[src/predrv_cfg.svh]
// Constants for the six-channel predriver serial control block.
// Assumes a 20 MHz hclk; all pins but the AHB-Lite port are asynchronous to hclk.
//
// Contract
// - Chip select fall: drive out, snapshot faults
// - Fault register tracks live while deselected
// - Chip select rise: load command register
// - Shift on link clock falling edges
// - Serial output released while deselected
// - Incoming bits pass through after faults
// - Open-drain real-time fault flag
// - Flag only pulls low, wired-OR capable
// - Parallel inputs drive channels directly
// - Load sense detects open and short
// - Reference select: internal low, external high
// - Fault word: OV bit8, UV bit7, loads 1-6
// - Last six bits loaded, faults cleared
// - Serial and parallel commands are ORed
`ifndef PREDRV_CFG_SVH
`define PREDRV_CFG_SVH

`define PD_CHANNELS      6
`define PD_FRAME_BITS    8
`define PD_FLT_OV_BIT    7
`define PD_FLT_UV_BIT    6
`define PD_SENSE_W       8
`define PD_INT_REF       8'h80
`define PD_DEGLITCH      4

`define PD_ADDR_W        5
`define PD_OFF_IRQ_STAT  5'h00
`define PD_OFF_IRQ_MASK  5'h04
`define PD_OFF_OUT_CTRL  5'h08
`define PD_OFF_FAULT     5'h0C
`define PD_OFF_GATE      5'h10

`define PD_IRQ_W         3
`define PD_IRQ_FRAME     0
`define PD_IRQ_LOAD      1
`define PD_IRQ_BATT      2

`define PD_HTRANS_NONSEQ 2'b10
`define PD_HTRANS_SEQ    2'b11

`endif

[src/predrv_pkg.sv]
// Types shared by the predriver serial control block.
// Assumes predrv_cfg.svh supplies the widths.
`include "predrv_cfg.svh"

package predrv_pkg;
  typedef logic [`PD_FRAME_BITS-1:0] frame_t;
  typedef logic [`PD_CHANNELS-1:0]   chan_t;
  typedef enum logic [1:0] {
    LINK_IDLE  = 2'b00,
    LINK_SHIFT = 2'b01
  } link_state_t;
endpackage

[src/load_fault_detect.sv]
// One channel's load fault comparator with short deglitch.
// Assumes level and reference are already synchronised to clk.
`timescale 1ns/1ps
`include "predrv_cfg.svh"

module load_fault_detect #(
  parameter int SENSE_W  = `PD_SENSE_W,
  parameter int DEGLITCH = `PD_DEGLITCH
) (
  input  wire logic               hclk,
  input  wire logic               hresetn,
  input  wire logic               drive_on,
  input  wire logic [SENSE_W-1:0] level,
  input  wire logic [SENSE_W-1:0] ref_level,
  output logic                    short_flt,
  output logic                    open_flt
);
  localparam int CW = $clog2(DEGLITCH + 1);
  logic [CW-1:0] dg_cnt;
  logic          above;

  assign above = level > ref_level;

  // Short: drain high while on, held for the deglitch time
  always_ff @(posedge hclk or negedge hresetn) begin
    if (!hresetn) begin
      dg_cnt    <= '0;
      short_flt <= 1'b0;
    end else if (drive_on && above) begin
      if (dg_cnt == CW'(DEGLITCH)) begin
        short_flt <= 1'b1;
      end else begin
        dg_cnt <= dg_cnt + 1'b1;
      end
    end else if (!drive_on && short_flt) begin
      dg_cnt    <= '0;
      short_flt <= !above;
    end else if (!short_flt) begin
      dg_cnt <= '0;
    end
  end

  // Open: drain low while off
  always_ff @(posedge hclk or negedge hresetn) begin
    if (!hresetn) begin
      open_flt <= 1'b0;
    end else begin
      open_flt <= !drive_on && !above;
    end
  end
endmodule

[src/six_channel_predriver_serial_ctrl.sv]
// Serial and parallel channel control, fault reporting and AHB-Lite registers.
// Assumes every pin outside the AHB-Lite port is asynchronous to hclk and the link clock is much slower.
//
// The placing of the registers and the AHB-Lite register port were decided locally.
`timescale 1ns/1ps
`include "predrv_cfg.svh"

module six_channel_predriver_serial_ctrl
  import predrv_pkg::*;
#(
  parameter int CHANNELS = `PD_CHANNELS,
  parameter int SENSE_W  = `PD_SENSE_W,
  parameter int DEGLITCH = `PD_DEGLITCH
) (
  input  wire logic                    hclk,
  input  wire logic                    hresetn,
  input  wire logic                    hsel,
  input  wire logic [31:0]             haddr,
  input  wire logic [1:0]              htrans,
  input  wire logic                    hwrite,
  input  wire logic [2:0]              hsize,
  input  wire logic [31:0]             hwdata,
  input  wire logic                    hready,
  output logic                         hreadyout,
  output logic                         hresp,
  output logic [31:0]                  hrdata,
  output logic                         irq,
  input  wire logic                    chip_select_n,
  input  wire logic                    shift_clock,
  input  wire logic                    serial_cmd_line,
  output logic                         serial_out,
  output logic                         serial_out_oe,
  output logic                         fault_flag_n,
  output logic                         fault_flag_n_oe,
  input  wire logic [CHANNELS-1:0]     parallel_channel_cmd,
  input  wire logic [CHANNELS*SENSE_W-1:0] load_sense,
  input  wire logic                    ref_source_select,
  input  wire logic [SENSE_W-1:0]      external_ref_level,
  input  wire logic                    over_batt_in,
  input  wire logic                    under_batt_in,
  output logic [CHANNELS-1:0]          fet_drive_out
);

  // ****************************************************************
  // Pin synchronisers
  // ****************************************************************
  localparam int SW = 6 + CHANNELS + CHANNELS*SENSE_W + SENSE_W;
  // Chip select idles high: reset its flops high so no false edge follows reset
  localparam logic [SW-1:0] PIN_IDLE = {1'b1, {(SW-1){1'b0}}};
  logic [SW-1:0] pin_raw;
  logic [SW-1:0] pin_s1;
  logic [SW-1:0] pin_s2;

  assign pin_raw = {chip_select_n, shift_clock, serial_cmd_line, ref_source_select,
                    over_batt_in, under_batt_in, parallel_channel_cmd, load_sense,
                    external_ref_level};

  always_ff @(posedge hclk or negedge hresetn) begin
    if (!hresetn) begin
      pin_s1 <= PIN_IDLE;
      pin_s2 <= PIN_IDLE;
    end else begin
      pin_s1 <= pin_raw;
      pin_s2 <= pin_s1;
    end
  end

  logic                    cs_n_s;
  logic                    sclk_s;
  logic                    sdi_s;
  logic                    ref_sel_s;
  logic                    ov_s;
  logic                    uv_s;
  logic [CHANNELS-1:0]     par_s;
  logic [CHANNELS*SENSE_W-1:0] sense_s;
  logic [SENSE_W-1:0]      ext_ref_s;

  assign {cs_n_s, sclk_s, sdi_s, ref_sel_s, ov_s, uv_s, par_s, sense_s, ext_ref_s} = pin_s2;

  // ****************************************************************
  // Link edge detection
  // ****************************************************************
  logic cs_n_d;
  logic sclk_d;
  logic cs_fall;
  logic cs_rise;
  logic sclk_fall;

  always_ff @(posedge hclk or negedge hresetn) begin
    if (!hresetn) begin
      cs_n_d <= 1'b1;
      sclk_d <= 1'b0;
    end else begin
      cs_n_d <= cs_n_s;
      sclk_d <= sclk_s;
    end
  end

  assign cs_fall   = cs_n_d && !cs_n_s;
  assign cs_rise   = !cs_n_d && cs_n_s;
  assign sclk_fall = sclk_d && !sclk_s && !cs_n_s;

  // ****************************************************************
  // Fault detection
  // ****************************************************************
  logic [SENSE_W-1:0]  ref_level;
  logic [CHANNELS-1:0] short_flt;
  logic [CHANNELS-1:0] open_flt;
  logic [CHANNELS-1:0] load_flt;
  logic                batt_flt;
  logic                any_flt;
  chan_t               out_ctrl;

  // Internal reference when low, external when high
  assign ref_level = ref_sel_s ? ext_ref_s : SENSE_W'(`PD_INT_REF);
  assign batt_flt  = ov_s || uv_s;

  // Gate state delayed to line up with the synchronised drain levels
  logic [CHANNELS-1:0] drive_d1;
  logic [CHANNELS-1:0] drive_d2;

  always_ff @(posedge hclk or negedge hresetn) begin
    if (!hresetn) begin
      drive_d1 <= '0;
      drive_d2 <= '0;
    end else begin
      drive_d1 <= fet_drive_out;
      drive_d2 <= drive_d1;
    end
  end

  genvar gi;
  generate
    for (gi = 0; gi < CHANNELS; gi++) begin : g_chan
      load_fault_detect #(
        .SENSE_W  (SENSE_W),
        .DEGLITCH (DEGLITCH)
      ) u_det (
        .hclk      (hclk),
        .hresetn   (hresetn),
        .drive_on  (drive_d2[gi]),
        .level     (sense_s[gi*SENSE_W +: SENSE_W]),
        .ref_level (ref_level),
        .short_flt (short_flt[gi]),
        .open_flt  (open_flt[gi])
      );
    end
  endgenerate

  // Battery faults suppress load fault reporting
  assign load_flt = batt_flt ? '0 : (short_flt | open_flt);
  assign any_flt  = batt_flt || (|load_flt);

  // ****************************************************************
  // Channel drive
  // ****************************************************************
  always_ff @(posedge hclk or negedge hresetn) begin
    if (!hresetn) begin
      fet_drive_out <= '0;
    end else begin
      // Serial and parallel requests ORed, shorted channel turned off
      fet_drive_out <= (out_ctrl[CHANNELS-1:0] | par_s)
                       & ~short_flt & {CHANNELS{!batt_flt}};
    end
  end

  // ****************************************************************
  // Fault register and serial shift register
  // ****************************************************************
  frame_t      fault_reg;
  frame_t      shift_reg;
  link_state_t link_state;

  function automatic frame_t fault_word(input logic ov, input logic uv,
                                        input logic [CHANNELS-1:0] ld);
    frame_t w;
    w                 = '0;
    w[CHANNELS-1:0]   = ld;
    w[`PD_FLT_UV_BIT] = uv;
    w[`PD_FLT_OV_BIT] = ov;
    return w;
  endfunction

  always_ff @(posedge hclk or negedge hresetn) begin
    if (!hresetn) begin
      fault_reg <= '0;
    end else if (cs_rise) begin
      fault_reg <= '0;
    end else if (cs_n_s) begin
      fault_reg <= fault_word(ov_s, uv_s, load_flt);
    end
  end

  always_ff @(posedge hclk or negedge hresetn) begin
    if (!hresetn) begin
      shift_reg <= '0;
    end else if (cs_fall) begin
      shift_reg <= fault_reg;
    end else if (sclk_fall) begin
      // MSB out first, new bit in at the bottom
      shift_reg <= {shift_reg[`PD_FRAME_BITS-2:0], sdi_s};
    end
  end

  always_ff @(posedge hclk or negedge hresetn) begin
    if (!hresetn) begin
      link_state <= LINK_IDLE;
    end else begin
      unique case (link_state)
        LINK_IDLE: begin
          if (cs_fall) begin
            link_state <= LINK_SHIFT;
          end
        end
        LINK_SHIFT: begin
          if (cs_rise) begin
            link_state <= LINK_IDLE;
          end
        end
        default: begin
          link_state <= LINK_IDLE;
        end
      endcase
    end
  end

  always_ff @(posedge hclk or negedge hresetn) begin
    if (!hresetn) begin
      out_ctrl <= '0;
    end else if (cs_rise && link_state == LINK_SHIFT) begin
      out_ctrl <= shift_reg[CHANNELS-1:0];
    end
  end

  always_ff @(posedge hclk or negedge hresetn) begin
    if (!hresetn) begin
      serial_out    <= 1'b0;
      serial_out_oe <= 1'b0;
    end else begin
      serial_out    <= shift_reg[`PD_FRAME_BITS-1];
      serial_out_oe <= (link_state == LINK_SHIFT) && !cs_n_s;
    end
  end

  // Open-drain flag: output held low, enable pulls the wire
  always_ff @(posedge hclk or negedge hresetn) begin
    if (!hresetn) begin
      fault_flag_n_oe <= 1'b0;
    end else begin
      fault_flag_n_oe <= any_flt;
    end
  end
  assign fault_flag_n = 1'b0;

  // ****************************************************************
  // Interrupt status
  // ****************************************************************
  logic [`PD_IRQ_W-1:0] irq_stat;
  logic [`PD_IRQ_W-1:0] irq_mask;
  logic [`PD_IRQ_W-1:0] irq_set;
  logic [`PD_IRQ_W-1:0] irq_clr;
  logic                 load_d;
  logic                 batt_d;

  always_ff @(posedge hclk or negedge hresetn) begin
    if (!hresetn) begin
      load_d <= 1'b0;
      batt_d <= 1'b0;
    end else begin
      load_d <= |load_flt;
      batt_d <= batt_flt;
    end
  end

  always_comb begin
    irq_set                = '0;
    irq_set[`PD_IRQ_FRAME] = cs_rise && link_state == LINK_SHIFT;
    irq_set[`PD_IRQ_LOAD]  = (|load_flt) && !load_d;
    irq_set[`PD_IRQ_BATT]  = batt_flt && !batt_d;
  end

  // Set wins over a write-one clear
  always_ff @(posedge hclk or negedge hresetn) begin
    if (!hresetn) begin
      irq_stat <= '0;
    end else begin
      irq_stat <= (irq_stat & ~irq_clr) | irq_set;
    end
  end

  assign irq = |(irq_stat & irq_mask);

  // ****************************************************************
  // AHB-Lite slave, zero wait states
  // ****************************************************************
  logic                  dp_write;
  logic [`PD_ADDR_W-1:0] dp_addr;
  logic                  ap_valid;

  function automatic logic [31:0] rd_mux(input logic [`PD_ADDR_W-1:0] a,
                                         input logic [`PD_IRQ_W-1:0] st,
                                         input logic [`PD_IRQ_W-1:0] mk,
                                         input chan_t oc, input frame_t fr,
                                         input frame_t live,
                                         input logic [CHANNELS-1:0] gt);
    logic [31:0] d;
    d = '0;
    unique case (a)
      `PD_OFF_IRQ_STAT: d[`PD_IRQ_W-1:0] = st;
      `PD_OFF_IRQ_MASK: d[`PD_IRQ_W-1:0] = mk;
      `PD_OFF_OUT_CTRL: d[CHANNELS-1:0]  = oc;
      `PD_OFF_FAULT:    d[15:0]          = {live, fr};
      `PD_OFF_GATE:     d[CHANNELS-1:0]  = gt;
      default:          d                = '0;
    endcase
    return d;
  endfunction

  assign ap_valid  = hsel && hready &&
                     (htrans == `PD_HTRANS_NONSEQ || htrans == `PD_HTRANS_SEQ);
  assign hreadyout = 1'b1;
  assign hresp     = 1'b0;

  always_ff @(posedge hclk or negedge hresetn) begin
    if (!hresetn) begin
      dp_write <= 1'b0;
      dp_addr  <= '0;
    end else begin
      dp_write <= ap_valid && hwrite;
      dp_addr  <= haddr[`PD_ADDR_W-1:0];
    end
  end

  always_ff @(posedge hclk or negedge hresetn) begin
    if (!hresetn) begin
      hrdata <= '0;
    end else if (ap_valid && !hwrite) begin
      hrdata <= rd_mux(haddr[`PD_ADDR_W-1:0], irq_stat, irq_mask, out_ctrl,
                       fault_reg, fault_word(ov_s, uv_s, load_flt), fet_drive_out);
    end
  end

  assign irq_clr = (dp_write && dp_addr == `PD_OFF_IRQ_STAT) ?
                   hwdata[`PD_IRQ_W-1:0] : '0;

  always_ff @(posedge hclk or negedge hresetn) begin
    if (!hresetn) begin
      irq_mask <= '0;
    end else if (dp_write && dp_addr == `PD_OFF_IRQ_MASK) begin
      irq_mask <= hwdata[`PD_IRQ_W-1:0];
    end
  end

endmodule

[config.mk]
export PLATFORM = sky130hd
export DESIGN_NAME = six_channel_predriver_serial_ctrl
export DESIGN_NICKNAME = d
export VERILOG_FILES = /design/src/predrv_pkg.sv /design/src/load_fault_detect.sv /design/src/six_channel_predriver_serial_ctrl.sv
export VERILOG_INCLUDE_DIRS = /design/src /design/src/src
export SDC_FILE = /design/constraint.sdc
export NUM_CORES = 1
export LEC_CHECK = 0
export ABC_AREA = 0
export BUFFER_PORTS_ARGS = -buffer_cell sky130_fd_sc_hd__buf_2
export CORE_AREA = 3 3 143 131
export CTS_CLUSTER_SIZE = 20
export DETAILED_ROUTE_END_ITERATION = 10
export DIE_AREA = 0 0 146 134
export MAX_ROUTING_LAYER = met4
export PLACE_DENSITY = 0.8
export SYNTH_ARGS = -nofsm -noshare
export SYNTH_HDL_FRONTEND = slang
export SYNTH_SLANG_ARGS = --single-unit
[constraint.sdc]
create_clock -name hclk -period 2.36 [get_ports hclk]
set_clock_uncertainty 0.05 [all_clocks]
set_input_delay 0.118 -clock hclk [delete_from_list [all_inputs] [get_ports hclk]]
set_output_delay 0.118 -clock hclk [all_outputs]
set_load 0.05 [all_outputs]
==> results of run 1 <==
==> critical path: stages (launching register included) <==
cell	delay [ns]
dfrtp_2	0.48
and2_1	0.17
buf_4	0.18
ha_1	0.28
nand4_1	0.13
or2_1	0.29
a31oi_1	0.23
o211ai_1	0.16
o32ai_1	0.15
==> layer usage <==
metal  GRT usage [%]  share of wire (%)  routed length, um
met1            28.2                 44               8620
met2            36.1                 50               9940
met3            3.21                3.7                737
met4            5.85                2.2                425
met5               -                  0                  0
==> Yosys cell counts, drive strengths merged, types with 3 or more instances <==
cell | count | share of area (%)
nor2 | 35 | 1.4
nor3 | 7 | 0.42
a221oi | 6 | 0.56
nand3 | 4 | 0.21
o22a | 6 | 0.56
or2 | 6 | 0.40
a21o | 6 | 0.48
dfstp | 3 | 0.84
a211oi | 24 | 2.5
mux2 | 9 | 1.1
a2111oi | 6 | 0.85
ha | 60 | 8.0
and2 | 10 | 0.66
mux4 | 3 | 0.72
o21ai | 39 | 2.3
o211ai | 18 | 1.5
a21oi | 25 | 1.6
nand2 | 70 | 2.8
buf | 25 | 1.9
mux2i | 8 | 0.85
o32ai | 12 | 1.1
dfrtp | 239 | 63
o22ai | 6 | 0.40
nand4 | 14 | 1.4
inv | 52 | 2.1
a31oi | 6 | 0.60
nor2b | 9 | 0.65
==> worst paths after layout <==
kind	start	to	slack, ns	cells after the start
worst min register to register	pin_s1[35]	pin_s2[35]	0.29	0
worst max-delay path	pin_s2[64]	g_chan[0].u_det.dg_cnt[1]	0.14	8
worst min-delay path	hresetn	pin_s2[27]	0.11	2
max in group asynchronous	hresetn	pin_s1[67]	1.41	3
min in group hclk	hready	hrdata[15]	0.12	6
worst max register to register	pin_s2[64]	g_chan[0].u_det.dg_cnt[1]	0.14	8
==> layout by cell type (no fill, tap or decap), types with 15 or more instances in the layout <==
master	count
o21ai_0	18
ha_1	60
dlygate4sd3_1	79
conb_1	19
buf_2	106
o211ai_1	16
a21oi_1	19
nand2_1	64
clkbuf_16	25
o21ai_1	15
nor2_1	35
inv_1	50
dfrtp_1	238
==> per-stage QoR <==
stage / cells / utilization [%] / setup slack, ns / setup TNS (ns) / hold WS [ns]
global placement: 1071 / 59.0 / 0.00593 / 0 / 0.0717
floorplan: 738 / - / 0.395 / 0 / -0.228
CTS: 1188 / 68.3 / 0.0262 / 0 / 0.119
detailed placement: 1071 / 59.0 / -0.0942 / -0.648 / 0.0794
global route: 1188 / 68.4 / 0.0172 / 0 / 0.145
finish: 1188 / 68.4 / 0.141 / 0 / 0.114
==> power breakdown <==
group / switching [uW] / internal, uW / leakage, uW
clock: 1520 / 2410 / 0.000397
sequential: 143 / 4410 / 0.00295
combinational: 672 / 416 / 0.00215
==> final cells by class <==
class / count / share of cell area [%]
flip-flops and latches: 242 / 50.8
multi-input cells: 417 / 25.9
repair buffers: 199 / 12.3
clock buffers: 29 / 5.54
well taps: 240 / 2.52
inverters: 52 / 1.64
clock inverters: 9 / 1.27
==> cell families after synthesis <==
family                     after synthesis  synth area share (%)
DFF                                    242                  64.2
adders and majority gates               60                  7.96
muxes                                   20                  2.64
and+or+nand+nor                        160                  8.26
other                                    2                0.0796
AOI/OAI and AO/OA                      158                  12.8
buffers and inverters                   79                  4.03
==> timing repair <==
| item | in CTS | in global routing |
|---|---|---|
| pin swaps | 0 | 0 |
| setup endpoints to repair | 20 | 29 |
| cloned | 0 | 0 |
| resized for setup | 2 | 8 |
| endpoints found under the hold margin | 269 | 0 |
| hold buffers | 79 | 0 |
| buffers inserted | 0 | 0 |
==> impl_metrics.ini, run 1 <==
[grt]
track_usage_pct = 21.6
grt_pass1_wl_um = 33200
grt_pass1_vias = 6605
grt_start_max_net_pins = 73
antenna_found_initial = 0
grt-ovfl-total = 0

[clock_tree]
cts_tree = done
clockBufferDepth = 3
numCtsBuffers = 24
clk_pin_slew_ns = 0.06
cts_root_buf = clkbuf_16
htree_levels = 1
clock_latency_ns = 0.51
clock-sinks = 242

[cells_and_area]
final_nets = 1138
layout-drive-gt1-share_pct = 23.6
top_regs = pin_s1: 68 flops, pin_s2: 68 flops, g_chan.u_det.dg_cnt: 18 flops
diodes = 0
fill_cells = 1179
areaGrowthSynthToFinish_pct = 26.4
final_area_mm2 = 0.0119
multi_input_area_mm2 = 0.00309
final-seq-area_mm2 = 0.00606

[synth]
syn_area_mm2 = 0.00944
synth_cell_types = 49
synthArstFlopShare_pct = 100
netlist_instances = 721
syn_avg_cell_area_um2 = 13.1
synthFlopType = dfrtp_1
synth_seq_cells = 242
ys_seq_area_share_pct = 64.2
yosys_warnings = 0
synth-edff-count = 0

[pwr]
finalPower_uw = 9570
p_leak_uw = 0.00550
peakVddDrop_v = 0.000578
p_per_area_mw_per_mm2 = 803

[worst_hold_path]
hold_path_class = in2async

[drt]
ant_nets = 0
via_count = 6131
post_drt_wl_per_cell_um = 16.6
routed_via_density = 5.16
wl_um = 19700
first_pass_iters = 4
drt_iter0_drc = 242
drcViolationCount = 0

[setup_path]
worstPathArrival_ns = 2.57
critPathCaptureType = flip-flop
critical_path_class = reg2reg
start_kind = flip-flop
required_ns = 2.71
cp_max_fo = 8

[outcome]
status = finished clean

[flow_run]
maxCapViolCount = 0

[floorplan]
die_y_um = 134
core_mm2 = 0.0174
rows = 46
ios = 187
die-area_mm2 = 0.0196
initial_core_util_pct = 54.1
die_x_um = 146

[sta]
rsz0062_at_grt = false
hold_viol = 0
setup-violations-final = 0
slew_headroom_pct = 25.4
fmax_mhz = 451
final_max_slew_viol_count = 0
max_slew.worst_pin.slew_ns = 1.12
min_period_ns = 2.22
finalCritPeriodShare_pct = 94.0

[placed_design]
place_area_mm2 = 0.0103
hpwl_um = 12700
io_buffers = 107
routabilityCongestion = 0.851
No activity file was read; power rests on OpenSTA's default activity.
==> run 2, diff against run 1 <==
Settings changed: BUFFER_PORTS_ARGS -buffer_cell sky130_fd_sc_hd__buf_2 to -buffer_cell sky130_fd_sc_hd__buf_4.
==> impl_metrics.ini, run 2 (synthesis gave the netlist of run 1 again) <==
[outcome]
status = finished clean

[floorplan]
rows = 46
ios = 187
core_mm2 = 0.0174
initial_core_util_pct = 54.1
die_x_um = 146
die_y_um = 134
die-area_mm2 = 0.0196

[grt]
grt_start_max_net_pins = 83
grt_pass1_vias = 6752
grt-ovfl-total = 0
track_usage_pct = 21.8
grt_pass1_wl_um = 33300
antenna_found_initial = 0

[setup_path]
cp_cell_sequence = nor2b_4 -> buf_12 -> ha_1 -> nand4_2 -> or2_1 -> a31oi_1 -> o211ai_1 -> o32ai_1
worst_path_max_delay_cell = dfrtp_2
start_kind = flip-flop
max_stage_delay_ns = 0.48
crit_family = simple AND/OR/NAND/NOR gates
worstPathArrival_ns = 2.62
cp_max_fo = 8
critPathCaptureType = flip-flop
crit_buf_inv = 1
required_ns = 2.71
critical_path_class = reg2reg

[cells_and_area]
layout_commonest_cell = dfrtp_1
mostFrequentLayoutCells = dfrtp_1, buf_4, dlygate4sd3_1, nand2_1, ha_1
final_area_mm2 = 0.0123
final_nets = 1140
areaGrowthSynthToFinish_pct = 30.4
top_regs = pin_s1: 68 flops, pin_s2: 68 flops, g_chan.u_det.dg_cnt: 18 flops
stdcell_count = 1194
diodes = 0
layout-drive-gt1-share_pct = 24.4

[worst_hold_path]
hold_path_class = in2reg

[drt]
drcViolationCount = 0
wl_um = 20200
drt_iter0_drc = 302
first_pass_iters = 5
via_count = 6288
routed_via_density = 5.27
ant_nets = 0
post_drt_wl_per_cell_um = 17.0

[sta]
hold_viol = 0
min_period_ns = 2.27
rsz0062_at_grt = true
finalCritPeriodShare_pct = 96.2
fin_hold_ws_ns = 0.134
setup-violations-final = 0
slew_headroom_pct = 29.2
final_max_slew_viol_count = 0
fmax_mhz = 441
max_slew.worst_pin.slew_ns = 1.06
setup_tns_ns = 0

[clock_tree]
htree_levels = 1
cts_tree = done
clock-sinks = 242
cts_root_buf = clkbuf_16
clk_pin_slew_ns = 0.06
clockBufferDepth = 3
numCtsBuffers = 24
clock_latency_ns = 0.52

[placed_design]
routabilityCongestion = 0.866
dp_cells = 1070
place_area_mm2 = 0.0106
io_buffers = 107
hpwl_um = 12800

[flow_run]
maxCapViolCount = 0

[pwr]
p_leak_uw = 0.00564
p_per_area_mw_per_mm2 = 800
peakVddDrop_v = 0.000726
[run 2: power by group]
group	total [uW]	switching [uW]	internal [uW]
Clock	4120	1590	2530
Sequential	4560	147	4410
Combinational	1170	684	483
[run 2: worst min-delay path: stages]
cell and delay [ns]:
buf_4 0.11, nand3_1 0.08, nor2_1 0.05, buf_4 0.18, nand2_1 0.08, o21ai_1 0.05
[run 2: final cells by class]
type,count,area (um2)
sequential,242,6060
fill,1176,5130
multi-input combinational,417,3100
timing repair buffer,201,1780
clock buffer,33,704
tap,240,300
inverter,52,195
clock inverter,9,168
[run 2: per-stage QoR]
stage          worst slack (ns)  util (%)  total power, uW
2_1_floorplan             0.395         -             5250
3_3_place_gp             0.0214      60.6             5620
3_5_place_dp            -0.0881      60.6             5660
4_1_cts                 0.00943      70.2             9880
5_1_grt                 0.00678      70.6            10200
6_report                 0.0901      70.6             9850
[run 2: metal layers]
metal  global-route usage [%]  routed length [um]  vias to the layer above  part of all wire (%)
met5                        -                   0                        -                     0
met3                     3.61                 901                       59                   4.5
li1                         -                   -                     2951                     -
met2                     37.1               10400                      183                    51
met4                     7.31                 619                        0                   3.1
met1                     27.0                8330                     3095                    41
[run 2: final timing paths]
path	from	end	slack, ns	cells after the start
worst min-delay path	hready	hrdata[15]	0.13	6
min in group asynchronous	hresetn	pin_s1[15]	0.15	2
max in group asynchronous	hresetn	pin_s2[32]	1.42	3
worst min register to register	pin_s1[63]	pin_s2[63]	0.29	0
worst max register to register	pin_s2[64]	g_chan[2].u_det.dg_cnt[0]	0.09	8
worst max-delay path	pin_s2[64]	g_chan[2].u_det.dg_cnt[0]	0.09	8
[run 2: what timing repair did]
action,in CTS,in global routing
pin swaps,0,2
setup buffers,0,3
setup endpoints to repair,30,30
endpoints found under the hold margin,162,0
hold buffers,79,0
gates resized for setup,3,11
==> run 3, diff against run 2 <==
Settings changed: REMOVE_ABC_BUFFERS set to 1.
Clock period 2.36 ns to 2.1 ns, I/O delays scaled along.
==> impl_metrics.ini, run 3 (synthesis gave the netlist of run 1 again) <==
[clock_tree]
clockBufferDepth = 3
cts_tree = done
htree_levels = 1
numCtsBuffers = 25
cts_root_buf = clkbuf_16
clock-sinks = 242
clock_latency_ns = 0.53
clk_pin_slew_ns = 0.07

[pwr]
p_leak_uw = 0.00593
p_per_area_mw_per_mm2 = 837
clockPowerShare_pct = 39.9
switching_share_pct = 26.3
internal-power_uw = 8410
finalPower_uw = 11400
power_switching_uw = 3000
p_comb_share_pct = 15.0
seqPwrFrac_pct = 45.0
peakVddDrop_v = 0.000736

[cells_and_area]
final_nets = 1183
post-route-util_pct = 78.1
diodes = 0
layout-drive-gt1-share_pct = 36.2
fill_cells = 964
layout_commonest_cell = dfrtp_1
areaGrowthSynthToFinish_pct = 44.4
top_regs = pin_s1: 68 flops, pin_s2: 68 flops, g_chan.u_det.dg_cnt: 18 flops
mostFrequentLayoutCells = dfrtp_1, buf_4, dlygate4sd3_1, nand2_1, inv_1

[setup_path]
cp_max_fo = 6
worst_path_max_delay_cell = dfrtp_1
max_stage_delay_ns = 0.41
critPathCaptureType = flip-flop
critical_path_class = reg2reg
required_ns = 2.49
worstPathArrival_ns = 2.70
start_kind = flip-flop
startpoint = pin_s2[64]
crit_family = compound AO/OA/AOI/OAI gates
cp_cell_sequence = buf_6 -> nand2_4 -> buf_12 -> ha_4 -> nor2b_4 -> o211ai_1 -> a21o_1 -> buf_6 -> o211ai_1 -> o32ai_2
reg2reg_from = pin_s2[64]
crit_buf_inv = 3

[drt]
ant_nets = 0
post_drt_wl_per_cell_um = 19.5
routed_via_density = 5.45
drt_iter0_drc = 402
drcViolationCount = 0
via_count = 6757
first_pass_iters = 5
wl_um = 24200

[floorplan]
die_x_um = 146
ios = 187
die_y_um = 134
initial_core_util_pct = 54.1
rows = 46
die-area_mm2 = 0.0196
core_mm2 = 0.0174

[placed_design]
routabilityCongestion = 0.861
io_buffers = 107
dpl_worst_slack_ns = -0.274
hpwl_um = 13200

[outcome]
status = complete, but fails checks
violations = negative setup slack

[grt]
grt-ovfl-total = 0
grt_pass1_wl_um = 33700
grt_start_max_net_pins = 87
track_usage_pct = 21.9
antenna_found_initial = 0
grt_pass1_vias = 6826

[sta]
fmax_mhz = 433
rsz0062_at_grt = true
finalCritPeriodShare_pct = 110
setup-violations-final = 30
max_slew.worst_pin.slew_ns = 1.10
hold_viol = 0
min_period_ns = 2.31
slew_headroom_pct = 26.3
final_max_slew_viol_count = 0
setup_slack_ns = -0.211
setup_tns_ns = -4.11

[worst_hold_path]
worstHoldStart = hready
hold_path_class = in2reg

[flow_run]
maxCapViolCount = 0
## run 3: worst min-delay path: stages
cell and delay [ns]:
buf_4 0.11, nand3_1 0.09, nor2_1 0.05, buf_4 0.17
nand2_1 0.08, o21ai_1 0.05
## run 3: area by class of cell
class	instances	area, um2	share of cell area [%]
Clock buffer	30	674	4.95
Clock inverter	16	180	1.32
Inverter	52	195	1.43
Multi-Input combinational cell	417	4070	29.9
Sequential cell	242	6060	44.5
Tap cell	240	300	2.20
Timing Repair Buffer	243	2150	15.8
## run 3: metrics by stage
| step | area, um2 | instances | hold slack, ns |
|---|---|---|---|
| floorplan | 9310 | 711 | -0.241 |
| detailed placement | 10800 | 1098 | 0.111 |
| global placement | 10800 | 1098 | 0.105 |
| CTS | 12700 | 1230 | 0.108 |
| finish | 13600 | 1240 | 0.122 |
| global route | 13600 | 1240 | 0.162 |
## run 3: final timing paths
path	slack, ns	end	cells after the start
min in group asynchronous	0.14	pin_s2[26]	2
max reg2reg	-0.21	g_chan[3].u_det.dg_cnt[1]	10
max	-0.21	g_chan[3].u_det.dg_cnt[1]	10
max in group asynchronous	1.15	drive_d2[5]	3
min reg2reg	0.29	pin_s2[0]	0
min	0.12	hrdata[14]	6
## run 3: repair_timing
action,4_1_cts,5_1_grt
pin swaps,24,54
hold endpoints to repair,192,0
gates resized for setup,27,118
hold buffers,79,0
endpoints found under the setup margin,30,30
setup buffers,7,10
## run 3: power by group through the flow
stage	Clock (uW)	Sequential (uW)	Combinational [uW]
after floorplan	0	5280	587
after global placement	0	5190	1180
after detailed placement	0	5200	1210
after CTS	4600	5120	1380
after global routing	4810	5170	1850
final	4550	5140	1720
## run 3: metal layers
layer	track usage, %	part of all wire [%]
met2	37.3	52
met1	27.8	39
met3	3.55	5.5
met4	5.54	3.2
met5	-	0
